[src/hpsc_pkg.sv]
package hpsc_pkg;
    // ==========================================
    // timing and current scale
    localparam int CLK_PERIOD_PS = 5000;
    localparam longint SETTLE_UNIT_PS = 64'd2000000000;
    localparam int SETTLE_UNIT_CYCLES = int'(SETTLE_UNIT_PS / CLK_PERIOD_PS);
    localparam int CURRENT_UNIT_MA = 2;

    // ==========================================
    // register offsets
    localparam logic [7:0] OFS_SELF_CURRENT = 8'h0e;
    localparam logic [7:0] OFS_BUS_CURRENT = 8'h0f;
    localparam logic [7:0] OFS_SETTLE = 8'h10;
    localparam logic [7:0] OFS_LANG_UPPER = 8'h11;
    localparam logic [7:0] OFS_LANG_LOWER = 8'h12;
    localparam logic [7:0] OFS_MAKER_LEN = 8'h13;
    localparam logic [7:0] OFS_ITEM_LEN = 8'h14;
    localparam logic [7:0] OFS_SERIAL_LEN = 8'h15;
    localparam logic [7:0] OFS_MAKER_TEXT = 8'h16;
    localparam logic [7:0] OFS_ITEM_TEXT = 8'h54;
    localparam logic [7:0] OFS_SERIAL_TEXT = 8'h92;
    localparam logic [7:0] OFS_TEXT_END = 8'hcf;

    // ==========================================
    // sizes and reset values
    localparam logic [7:0] TEXT_AREA_BYTES = 8'h3e;
    localparam int TEXT_MEM_DEPTH = 186;
    localparam logic [7:0] MAX_TEXT_CHARS = 8'h1f;
    localparam logic [7:0] RST_CURRENT = 8'h32;
    localparam logic [7:0] RST_OTHER = 8'h00;
    localparam logic [7:0] READ_ZERO = 8'h00;

    // ==========================================
    // string selectors
    localparam logic [1:0] SEL_MAKER = 2'h0;
    localparam logic [1:0] SEL_ITEM = 2'h1;
    localparam logic [1:0] SEL_SERIAL = 2'h2;

    typedef enum logic [1:0] {
        TX_IDLE = 2'b01,
        TX_SEND = 2'b10
    } hpsc_tx_state_t;

    typedef enum logic [1:0] {
        PW_IDLE = 2'b01,
        PW_WAIT = 2'b10
    } hpsc_pw_state_t;
endpackage

[src/hpsc_config_bank.sv]
`timescale 1ns/100ps
module hpsc_config_bank #(
    parameter int UNIT_CYCLES = hpsc_pkg::SETTLE_UNIT_CYCLES,
    parameter logic [7:0] SETTLE_RESET = hpsc_pkg::RST_OTHER
) (
    input wire logic core_clk,
    input wire logic rst,
    input wire logic cfgWrEn,
    input wire logic cfgRdEn,
    input wire logic [7:0] cfgAddr,
    input wire logic [7:0] cfgWrData,
    output logic [7:0] cfgRdData,
    output logic cfgRdValid,
    output logic [8:0] selfCurrentMa,
    output logic [8:0] busCurrentMa,
    output logic [15:0] languageCode,
    input wire logic portPowerStart,
    output logic portPowerGood,
    output logic portPowerBusy,
    input wire logic strReq,
    input wire logic [1:0] strSel,
    output logic strValid,
    output logic [7:0] strByte,
    output logic strLast,
    output logic strDone,
    output logic strBusy
);
    // ==========================================
    // configuration registers
    logic [7:0] selfCur_ff, nxt_selfCur;
    logic [7:0] busCur_ff, nxt_busCur;
    logic [7:0] settle_ff, nxt_settle;
    logic [7:0] langUp_ff, nxt_langUp;
    logic [7:0] langLo_ff, nxt_langLo;
    logic [7:0] makerLen_ff, nxt_makerLen;
    logic [7:0] itemLen_ff, nxt_itemLen;
    logic [7:0] serialLen_ff, nxt_serialLen;
    logic [8:0] selfMa_ff, nxt_selfMa;
    logic [8:0] busMa_ff, nxt_busMa;
    logic [15:0] lang_ff, nxt_lang;
    logic [7:0] rdData_ff, nxt_rdData;
    logic rdValid_ff, nxt_rdValid;
    logic [7:0] textMem [hpsc_pkg::TEXT_MEM_DEPTH];
    logic inText;
    logic [7:0] wrLen;
    logic [7:0] textIdx;

    assign inText = (cfgAddr >= hpsc_pkg::OFS_MAKER_TEXT) && (cfgAddr <= hpsc_pkg::OFS_TEXT_END);
    assign textIdx = cfgAddr - hpsc_pkg::OFS_MAKER_TEXT;
    // lengths above the limit are held at the limit
    assign wrLen = (cfgWrData > hpsc_pkg::MAX_TEXT_CHARS) ? hpsc_pkg::MAX_TEXT_CHARS : cfgWrData;

    always_comb begin
        nxt_selfCur = selfCur_ff;
        nxt_busCur = busCur_ff;
        nxt_settle = settle_ff;
        nxt_langUp = langUp_ff;
        nxt_langLo = langLo_ff;
        nxt_makerLen = makerLen_ff;
        nxt_itemLen = itemLen_ff;
        nxt_serialLen = serialLen_ff;
        if (cfgWrEn) begin
            if (cfgAddr == hpsc_pkg::OFS_SELF_CURRENT) begin
                nxt_selfCur = cfgWrData;
            end else if (cfgAddr == hpsc_pkg::OFS_BUS_CURRENT) begin
                nxt_busCur = cfgWrData;
            end else if (cfgAddr == hpsc_pkg::OFS_SETTLE) begin
                nxt_settle = cfgWrData;
            end else if (cfgAddr == hpsc_pkg::OFS_LANG_UPPER) begin
                nxt_langUp = cfgWrData;
            end else if (cfgAddr == hpsc_pkg::OFS_LANG_LOWER) begin
                nxt_langLo = cfgWrData;
            end else if (cfgAddr == hpsc_pkg::OFS_MAKER_LEN) begin
                nxt_makerLen = wrLen;
            end else if (cfgAddr == hpsc_pkg::OFS_ITEM_LEN) begin
                nxt_itemLen = wrLen;
            end else if (cfgAddr == hpsc_pkg::OFS_SERIAL_LEN) begin
                nxt_serialLen = wrLen;
            end
        end
        // 2 mA per count
        nxt_selfMa = 9'(nxt_selfCur * hpsc_pkg::CURRENT_UNIT_MA);
        nxt_busMa = 9'(nxt_busCur * hpsc_pkg::CURRENT_UNIT_MA);
        nxt_lang = {nxt_langUp, nxt_langLo};
        nxt_rdValid = cfgRdEn;
        nxt_rdData = rdData_ff;
        if (cfgRdEn) begin
            if (cfgAddr == hpsc_pkg::OFS_SELF_CURRENT) begin
                nxt_rdData = selfCur_ff;
            end else if (cfgAddr == hpsc_pkg::OFS_BUS_CURRENT) begin
                nxt_rdData = busCur_ff;
            end else if (cfgAddr == hpsc_pkg::OFS_SETTLE) begin
                nxt_rdData = settle_ff;
            end else if (cfgAddr == hpsc_pkg::OFS_LANG_UPPER) begin
                nxt_rdData = langUp_ff;
            end else if (cfgAddr == hpsc_pkg::OFS_LANG_LOWER) begin
                nxt_rdData = langLo_ff;
            end else if (cfgAddr == hpsc_pkg::OFS_MAKER_LEN) begin
                nxt_rdData = makerLen_ff;
            end else if (cfgAddr == hpsc_pkg::OFS_ITEM_LEN) begin
                nxt_rdData = itemLen_ff;
            end else if (cfgAddr == hpsc_pkg::OFS_SERIAL_LEN) begin
                nxt_rdData = serialLen_ff;
            end else if (inText) begin
                nxt_rdData = textMem[textIdx];
            end else begin
                nxt_rdData = hpsc_pkg::READ_ZERO;
            end
        end
    end

    always_ff @(posedge core_clk or posedge rst) begin
        if (rst) begin
            selfCur_ff <= hpsc_pkg::RST_CURRENT;
            busCur_ff <= hpsc_pkg::RST_CURRENT;
            settle_ff <= SETTLE_RESET;
            langUp_ff <= hpsc_pkg::RST_OTHER;
            langLo_ff <= hpsc_pkg::RST_OTHER;
            makerLen_ff <= hpsc_pkg::RST_OTHER;
            itemLen_ff <= hpsc_pkg::RST_OTHER;
            serialLen_ff <= hpsc_pkg::RST_OTHER;
            selfMa_ff <= 9'(hpsc_pkg::RST_CURRENT * hpsc_pkg::CURRENT_UNIT_MA);
            busMa_ff <= 9'(hpsc_pkg::RST_CURRENT * hpsc_pkg::CURRENT_UNIT_MA);
            lang_ff <= {hpsc_pkg::RST_OTHER, hpsc_pkg::RST_OTHER};
            rdData_ff <= hpsc_pkg::READ_ZERO;
            rdValid_ff <= 1'b0;
        end else begin
            selfCur_ff <= nxt_selfCur;
            busCur_ff <= nxt_busCur;
            settle_ff <= nxt_settle;
            langUp_ff <= nxt_langUp;
            langLo_ff <= nxt_langLo;
            makerLen_ff <= nxt_makerLen;
            itemLen_ff <= nxt_itemLen;
            serialLen_ff <= nxt_serialLen;
            selfMa_ff <= nxt_selfMa;
            busMa_ff <= nxt_busMa;
            lang_ff <= nxt_lang;
            rdData_ff <= nxt_rdData;
            rdValid_ff <= nxt_rdValid;
        end
    end

    // ==========================================
    // string storage, byte per address
    always_ff @(posedge core_clk) begin
        if (cfgWrEn && inText) begin
            textMem[textIdx] <= cfgWrData;
        end
    end

    // ==========================================
    // port power settling timer
    localparam int TICK_W = $clog2(UNIT_CYCLES + 1);
    hpsc_pkg::hpsc_pw_state_t pwState_ff, nxt_pwState;
    logic [TICK_W-1:0] tick_ff, nxt_tick;
    logic [7:0] units_ff, nxt_units;
    logic good_ff, nxt_good;
    logic unitEnd;

    // one-cycle enable every 2 ms
    assign unitEnd = (tick_ff == TICK_W'(UNIT_CYCLES - 1));

    always_comb begin
        nxt_pwState = pwState_ff;
        nxt_tick = tick_ff;
        nxt_units = units_ff;
        nxt_good = good_ff;
        case (pwState_ff)
            hpsc_pkg::PW_IDLE: begin
                if (portPowerStart) begin
                    nxt_good = (settle_ff == 8'h00);
                    nxt_units = settle_ff;
                    nxt_tick = '0;
                    if (settle_ff != 8'h00) begin
                        nxt_pwState = hpsc_pkg::PW_WAIT;
                    end
                end
            end
            hpsc_pkg::PW_WAIT: begin
                if (portPowerStart) begin
                    nxt_units = settle_ff;
                    nxt_tick = '0;
                end else if (unitEnd) begin
                    nxt_tick = '0;
                    nxt_units = units_ff - 8'h01;
                    if (units_ff == 8'h01) begin
                        nxt_good = 1'b1;
                        nxt_pwState = hpsc_pkg::PW_IDLE;
                    end
                end else begin
                    nxt_tick = tick_ff + TICK_W'(1);
                end
            end
            default: begin
                nxt_pwState = hpsc_pkg::PW_IDLE;
            end
        endcase
    end

    always_ff @(posedge core_clk or posedge rst) begin
        if (rst) begin
            pwState_ff <= hpsc_pkg::PW_IDLE;
            tick_ff <= '0;
            units_ff <= 8'h00;
            good_ff <= 1'b0;
        end else begin
            pwState_ff <= nxt_pwState;
            tick_ff <= nxt_tick;
            units_ff <= nxt_units;
            good_ff <= nxt_good;
        end
    end

    // ==========================================
    // string descriptor byte stream
    hpsc_pkg::hpsc_tx_state_t txState_ff, nxt_txState;
    logic [7:0] ptr_ff, nxt_ptr;
    logic [7:0] remain_ff, nxt_remain;
    logic txValid_ff, nxt_txValid;
    logic [7:0] txByte_ff, nxt_txByte;
    logic txLast_ff, nxt_txLast;
    logic txDone_ff, nxt_txDone;
    logic [7:0] selBase;
    logic [7:0] selLen;

    always_comb begin
        selBase = 8'h00;
        selLen = 8'h00;
        case (strSel)
            hpsc_pkg::SEL_MAKER: begin
                selBase = 8'h00;
                selLen = makerLen_ff;
            end
            hpsc_pkg::SEL_ITEM: begin
                selBase = hpsc_pkg::TEXT_AREA_BYTES;
                selLen = itemLen_ff;
            end
            hpsc_pkg::SEL_SERIAL: begin
                selBase = 8'(hpsc_pkg::TEXT_AREA_BYTES << 1);
                selLen = serialLen_ff;
            end
            default: begin
                selBase = 8'h00;
                selLen = 8'h00;
            end
        endcase
    end

    always_comb begin
        nxt_txState = txState_ff;
        nxt_ptr = ptr_ff;
        nxt_remain = remain_ff;
        nxt_txValid = 1'b0;
        nxt_txByte = txByte_ff;
        nxt_txLast = 1'b0;
        nxt_txDone = 1'b0;
        case (txState_ff)
            hpsc_pkg::TX_IDLE: begin
                if (strReq) begin
                    nxt_ptr = selBase;
                    nxt_remain = 8'(selLen << 1);
                    if (selLen == 8'h00) begin
                        nxt_txDone = 1'b1;
                    end else begin
                        nxt_txState = hpsc_pkg::TX_SEND;
                    end
                end
            end
            hpsc_pkg::TX_SEND: begin
                // bytes leave in address order: low byte, then high byte
                nxt_txValid = 1'b1;
                nxt_txByte = textMem[ptr_ff];
                nxt_ptr = ptr_ff + 8'h01;
                nxt_remain = remain_ff - 8'h01;
                if (remain_ff == 8'h01) begin
                    nxt_txLast = 1'b1;
                    nxt_txDone = 1'b1;
                    nxt_txState = hpsc_pkg::TX_IDLE;
                end
            end
            default: begin
                nxt_txState = hpsc_pkg::TX_IDLE;
            end
        endcase
    end

    always_ff @(posedge core_clk or posedge rst) begin
        if (rst) begin
            txState_ff <= hpsc_pkg::TX_IDLE;
            ptr_ff <= 8'h00;
            remain_ff <= 8'h00;
            txValid_ff <= 1'b0;
            txByte_ff <= 8'h00;
            txLast_ff <= 1'b0;
            txDone_ff <= 1'b0;
        end else begin
            txState_ff <= nxt_txState;
            ptr_ff <= nxt_ptr;
            remain_ff <= nxt_remain;
            txValid_ff <= nxt_txValid;
            txByte_ff <= nxt_txByte;
            txLast_ff <= nxt_txLast;
            txDone_ff <= nxt_txDone;
        end
    end

    // ==========================================
    // outputs
    assign cfgRdData = rdData_ff;
    assign cfgRdValid = rdValid_ff;
    assign selfCurrentMa = selfMa_ff;
    assign busCurrentMa = busMa_ff;
    assign languageCode = lang_ff;
    assign portPowerGood = good_ff;
    assign portPowerBusy = pwState_ff[1];
    assign strValid = txValid_ff;
    assign strByte = txByte_ff;
    assign strLast = txLast_ff;
    assign strDone = txDone_ff;
    assign strBusy = txState_ff[1];
endmodule

[config.mk]
export PLATFORM = sky130hd
export DESIGN_NAME = hpsc_config_bank
export DESIGN_NICKNAME = d
export VERILOG_FILES = /design/src/hpsc_pkg.sv /design/src/hpsc_config_bank.sv
export SDC_FILE = /design/constraint.sdc
export NUM_CORES = 2
export LEC_CHECK = 0
export BUFFER_PORTS_ARGS = -buffer_cell sky130_fd_sc_hd__buf_2
export CORE_MARGIN = 10
export CORE_UTILIZATION = 35
export CTS_CLUSTER_DIAMETER = 150
export DETAILED_ROUTE_END_ITERATION = 6
export GPL_ROUTABILITY_DRIVEN = 0
export SYNTH_ARGS = -nofsm -noshare
export SYNTH_HDL_FRONTEND = slang
export SYNTH_SLANG_ARGS = --single-unit
[constraint.sdc]
create_clock -name core_clk -period 7.4 [get_ports core_clk]
set_clock_uncertainty 0.05 [all_clocks]
set_input_delay 1.85 -clock core_clk [delete_from_list [all_inputs] [get_ports core_clk]]
set_output_delay 1.85 -clock core_clk [all_outputs]
set_load 0.01 [all_outputs]
; Word-level counts from Yosys, hierarchy flattened
; Memories as Yosys holds them, arrays and structs flattened. A register that Yosys moved wholly into a read port is not among the register bits.
; Index checks and enable logic that the tools add are counted.
[word_totals]
ff_bits = 140
ramBits = 1488
output_inout_bits = 57
word_cells = 146
memories = 1
[op_classes]
n_addsub = 5
n_lt_le_gt_ge = 3
eq_ne = 26
muxes = 63
bitwise_logic = 7
n_reduce_logical = 20
[memory_table]
columns = memory, depth, word_bits, rd, rd_clocked_by_memory_dff, write_ports, line_no
row1 = textMem, 186, 8, 2, 1, 1, hpsc_config_bank.sv:43  ; logic [7:0] textMem [hpsc_pkg::TEXT_MEM_DEPTH];
[op_table]
columns = op, n
row1 = 8-bit 2-to-1 mux, 31
row2 = 19-bit 2-to-1 mux, 3
row3 = 8-bit by 5-bit equality test with 1-bit output (second input constant), 6
row4 = 8-bit one-hot mux with 2 select lines, 3
row5 = 19-bit one-hot mux with 2 select lines, 1
row6 = 8-bit one-hot mux with 3 select lines, 1
row7 = 19-bit by 1-bit adder with 19-bit output (second input constant), 1
row8 = 19-bit equality test (second input constant), 1
row9 = 8-bit by 1-bit equality test with 1-bit output (second input constant), 2
row10 = 8-bit by 4-bit equality test with 1-bit output (second input constant), 2
row11 = 8-bit zero test, 2
row12 = 2-bit 2-to-1 mux, 8
row13 = 2-bit != test (second input constant), 8
row14 = 8-bit by 1-bit subtractor with 8-bit output (second input constant), 2
row15 = 7-bit one-hot mux with 2 select lines, 1
row16 = 1-bit 2-to-1 mux, 11
row17 = 5-bit AND reduction, 2
row18 = 3-bit AND reduction, 3
row19 = 9-bit AND reduction, 1
row20 = 8-bit by 1-bit adder with 8-bit output (second input constant), 1
row21 = 8-bit by 5-bit greater-or-equal comparator with 1-bit output (second input constant), 1
row22 = 8-bit by 5-bit > comparator with 1-bit output (second input constant), 1
row23 = 8-bit <= comparator (second input constant), 1
row24 = 2-bit one-hot mux with 2 select lines, 2
row25 = 14 further kinds, 29

; Logic depth before layout (Yosys ltp)
[logic_depth]
word_depth = 11
ltp_mapped = 13

; Least setup slack after synthesis
; No wires, ideal clock.
[synth_path]
kind = input to register
start = in cfgAddr[1]
end = mem textMem[50][0], enable pin
setup_ns = 0.371
arrival_time_ns = 4.132
required_ns = 6.979
path_slack_ns = 2.847
stages = 10
n_path_buf = 6
cell_sequence = ha_1 > buf_6 > xor2_4 > buf_2 > buf_4 > buf_2 > buf_2 > nand4_1 > clkbuf_1 > nor2_1
[synth_via]
elab_chain_cells = 5
[synth_lines]
columns = item, line_no
row1 = "start, declared", hpsc_config_bank.sv:10  ; input wire logic [7:0] cfgAddr,
row2 = 8-bit by 5-bit greater-or-equal comparator with 1-bit output / 8-bit <= comparator (equally long branches), hpsc_config_bank.sv:48  ; assign inText = (cfgAddr >= hpsc_pkg::OFS_MAKER_TEXT) && (cfgAddr <= hpsc_pkg::OFS_TEXT_END);
row3 = 1-bit logical AND, hpsc_config_bank.sv:48
row4 = 1-bit logical AND, hpsc_config_bank.sv:147  ; if (cfgWrEn && inText) begin
row5 = 1-bit 2-to-1 mux, hpsc_config_bank.sv:147
row6 = 1-bit 2-to-1 mux (implied by the code), hpsc_config_bank.sv:148  ; textMem[textIdx] <= cfgWrData;
row7 = "end, declared", hpsc_config_bank.sv:43
; Parallel ways exist; a longest one is shown, timed or not.

; Worst setup path in the final report
[layout_path]
start = in cfgAddr[1]
end = reg rdData_ff[7], in the netlist cfgRdData[7]
[layout_via]
elab_chain_cells = 11
[layout_lines]
columns = item, line_no
row1 = 8-bit by 5-bit subtractor with 8-bit output (tied with other cells), hpsc_config_bank.sv:49  ; assign textIdx = cfgAddr - hpsc_pkg::OFS_MAKER_TEXT;
row2 = memory read 186 x 8 bit / 1-bit logical AND (equally long branches), --
row3 = 8-bit 2-to-1 mux, hpsc_config_bank.sv:104  ; end else if (inText) begin
row4 = 8-bit 2-to-1 mux, hpsc_config_bank.sv:102  ; end else if (cfgAddr == hpsc_pkg::OFS_SERIAL_LEN) begin
row5 = 8-bit 2-to-1 mux, hpsc_config_bank.sv:100  ; end else if (cfgAddr == hpsc_pkg::OFS_ITEM_LEN) begin
row6 = 8-bit 2-to-1 mux, hpsc_config_bank.sv:98  ; end else if (cfgAddr == hpsc_pkg::OFS_MAKER_LEN) begin
row7 = 8-bit 2-to-1 mux, hpsc_config_bank.sv:96  ; end else if (cfgAddr == hpsc_pkg::OFS_LANG_LOWER) begin
row8 = 8-bit 2-to-1 mux, hpsc_config_bank.sv:94  ; end else if (cfgAddr == hpsc_pkg::OFS_LANG_UPPER) begin
row9 = 8-bit 2-to-1 mux, hpsc_config_bank.sv:92  ; end else if (cfgAddr == hpsc_pkg::OFS_SETTLE) begin
row10 = 8-bit 2-to-1 mux, hpsc_config_bank.sv:90  ; end else if (cfgAddr == hpsc_pkg::OFS_BUS_CURRENT) begin
row11 = 8-bit 2-to-1 mux (*), hpsc_config_bank.sv:88  ; if (cfgAddr == hpsc_pkg::OFS_SELF_CURRENT) begin
row12 = "end signal, assigned", hpsc_config_bank.sv:125  ; rdData_ff <= hpsc_pkg::READ_ZERO;
row13 = "end signal, assigned", hpsc_config_bank.sv:139  ; rdData_ff <= nxt_rdData;
row14 = "end, declared", hpsc_config_bank.sv:41  ; logic [7:0] rdData_ff, nxt_rdData;
; Every way passes the cells marked *; elsewhere a longest branch is shown, timed or not.
; A chain may end at the register's enable or synchronous reset.

==> results_dict.tcl <==
set metrics [dict create \
    outcome "finished, final reports clean" \
    areaGrowthSynthToFinish_pct 13.0 \
    synth-main-ff-cell "edfxtp_1" \
    reg2reg_slack_ps 3010 \
    grtUsageTotal 0.199 \
    worstSetupStartpointType "primary input" \
    cp.arrival_ps 6090 \
    setup_viol 0 \
    dp_slack_ps 1270 \
    setup_slack_ps 1970 \
    cp_slowest_stage_delay_ps 1060 \
    utilization 0.397 \
    clock_latency_ps 850 \
    drtIter0Drc 6624 \
    synthArstFlopShare 0.0815 \
    crit_chain "buf_8, buf_12, buf_4, mux4_2, a221oi_1, o22ai_1, o41ai_1, a41oi_1, a221o_1" \
    min_path_cells 2 \
    core_um2 217000 \
    hold_violations 0 \
    num_rows 171 \
    clockBufferDepth 3 \
    mostFrequentLayoutCell "edfxtp_1" \
    nNetsFinal 4137 \
    drtPass1Iterations 6 \
    fin_crit_ps 5430 \
    rsz0062_at_grt "no" \
    crit_path_top_delay_cell "o41ai_1" \
    p_leak_nw 28.1 \
    ir_worst_vdd_uv 169 \
    maxCapViolCount 0 \
    drc 0 \
    layout_common_cells "1488 x edfxtp_1, 881 x mux4_2, 283 x nor2_1, 173 x clkbuf_16, 161 x buf_4" \
    crit_family "compound AO/OA/AOI/OAI gates" \
    hp-class "reg -> reg" \
    min_from "remain_ff[5]$_DFFE_PP0P_" \
    grt_start_max_net_pins 186 \
    drt-vias-per-instance 6.28 \
    fin_setup_tns_ps 0 \
    grt_pass1_vias 44177 \
    die_area_um2 237000 \
    syn_area_per_cell_um2 19.2 \
    hold_end "remain_ff[5]$_DFFE_PP0P_" \
    detail-route-antenna-nets 0 \
    wl_per_cell_um 33.9 \
    grt_first_pass_wirelength_um 343000 \
    ys_ff_latch 1620 \
    h-tree-depth 4 \
    initial_core_util 0.351 \
    place_inst 6779 \
    relSlewSlack 0.0712 \
    portBuffers 78 \
    cts_setup_buffers 0 \
    startpoint "cfgAddr[1]" \
    hold_buffers 0 \
    cp_max_fo 75 \
    drt-total-wl_um 241000 \
    synth_area_um2 76300 \
    overflow 0 \
    synth_cell_types 76 \
    max_clock_freq_mhz 184 \
    timing_worst_setup_path_type "in -> reg" \
    num_vias 44641 \
    yosysWarnings 0 \
    place_hpwl_um 156000 \
    post-route-period-util 0.734 \
    p_per_area_nw_per_um2 235 \
    cts_sinks 1620 \
    drive_gt1_frac 0.344 \
    path_buf_inv 3 \
    numCtsBuffers 172 \
    reg2reg_depth 8 \
    io_pins 81 \
    endpoint_kind "flop" \
    design_power_total_w 0.0203 \
    netlist_instances 3971 \
    cts_tree "yes" \
    required_ps 8060 \
    worst_pin_slew_ps 1390 \
    cts-root-buf "clkbuf_16" \
    cts_resized 0 \
    clk_pin_slew_ps 60 \
    seq_area_frac_synth 0.629 \
    die_y_um 487 \
    synth_edf_count 1488 \
    maxSlewViolCount 0 \
    reg2reg_to "strByte[1]$_DFFE_PP0P_" \
    antenna_found_initial 12 \
    r2r_start "ptr_ff[0]$_DFFE_PP0P_" \
    layout.cells.non_filler 7103 \
    fp.dieW_um 487 \
]
[synth_stat cells (21+ instances only)]
| library cell | count | area share |
|---|---|---|
| a221oi_1 | 23 | 0.0026 |
| mux2_2 | 38 | 0.0056 |
| buf_2 | 90 | 0.0059 |
| nand2_1 | 158 | 0.0078 |
| a21oi_1 | 83 | 0.0054 |
| buf_6 | 22 | 0.0032 |
| a22o_1 | 23 | 0.0026 |
| o21ai_0 | 62 | 0.0041 |
| edfxtp_1 | 1488 | 0.59 |
| clkbuf_1 | 140 | 0.0069 |
| nand3_1 | 53 | 0.0035 |
| nor2b_1 | 22 | 0.0018 |
| buf_4 | 35 | 0.0034 |
| o22ai_1 | 39 | 0.0032 |
| inv_1 | 29 | 0.0014 |
| nor2_1 | 285 | 0.014 |
| dfrtp_1 | 124 | 0.041 |
| nand4_1 | 21 | 0.0017 |
| mux2i_1 | 79 | 0.010 |
| mux4_2 | 881 | 0.26 |
[cell families (layout without fill, tap and decap cells)]
group,count (synthesis),after routing,share of synthesized area
adders and majority gates,13,13,0.00213
other,1,6,0.0000492
xor gates and xnor gates,20,20,0.00284
buffers and inverters,337,610,0.0220
and+or+nand+nor,623,623,0.0360
muxes,998,998,0.276
DFF,1620,1620,0.629
AOI/OAI and AO/OA,359,359,0.0314
[worst max path at each step]
stage | cells past startpoint | slack, ps | to
2_1_floorplan | 1 | 1990 | busCurrentMa[1]$_DFFE_PP0P_
3_3_place_gp | 7 | 1270 | textMem[166][2]$_DFFE_PP_
3_5_place_dp | 7 | 1270 | textMem[1][4]$_DFFE_PP_
4_1_cts | 7 | 2140 | textMem[1][1]$_DFFE_PP_
5_1_grt | 7 | 1920 | textMem[1][4]$_DFFE_PP_
6_report | 9 | 1970 | cfgRdData[7]$_DFFE_PP0P_
[layout make-up]
class	count	area [µm²]
antenna	4	10.0
clock buffer	212	4520
clock inverter	107	1230
fill	19200	131000
inverter	32	125
multi-input combinational	2015	26600
sequential	1620	48000
tap	2854	3570
timing repair buffer	259	2060
[report_power, final]
part	internal, W	switching (W)	total, W	leakage (nW)
sequential	0.0101	0.0000525	0.0101	15.1
clock	0.00510	0.00377	0.00887	2.80
combinational	0.000429	0.000847	0.00128	10.2
[worst reg2reg max path, delay by kind of cell, from the launching register on]
| family | cells | cell delay [ps] |
|---|---|---|
| mux | 3 | 1390 |
| flops | 1 | 920 |
| buf+inv | 2 | 1000 |
| compound gates | 3 | 880 |
[metrics by stage]
stage          hold slack (ps)  area (µm²)
2_1_floorplan              411       76300
6_report                   455       86200
3_5_place_dp               442       80400
4_1_cts                    453       86100
3_3_place_gp               432       80400
5_1_grt                    507       86100
[metal layers]
metal,vias to the layer above,part of all wire,track usage
met2,3099,0.46,0.305
met3,450,0.11,0.0575
met4,8,0.039,0.0720
met1,23902,0.39,0.270
met5,-,0.00022,0
li1,17182,-,-
[registers in the layout, summed over array words and instances, names as in the netlist, 8 cells and up]
| name | count |
|---|---|
| textMem | 1488 |
| tick_ff | 19 |
| languageCode | 15 |
| busCurrentMa | 8 |
| cfgRdData | 8 |
| itemLen_ff | 8 |
| makerLen_ff | 8 |
| ptr_ff | 8 |
| remain_ff | 8 |
| selfCurrentMa | 8 |
| serialLen_ff | 8 |
| settle_ff | 8 |
| strByte | 8 |
| units_ff | 8 |
Note: power is estimated with default switching activity, not from simulation.
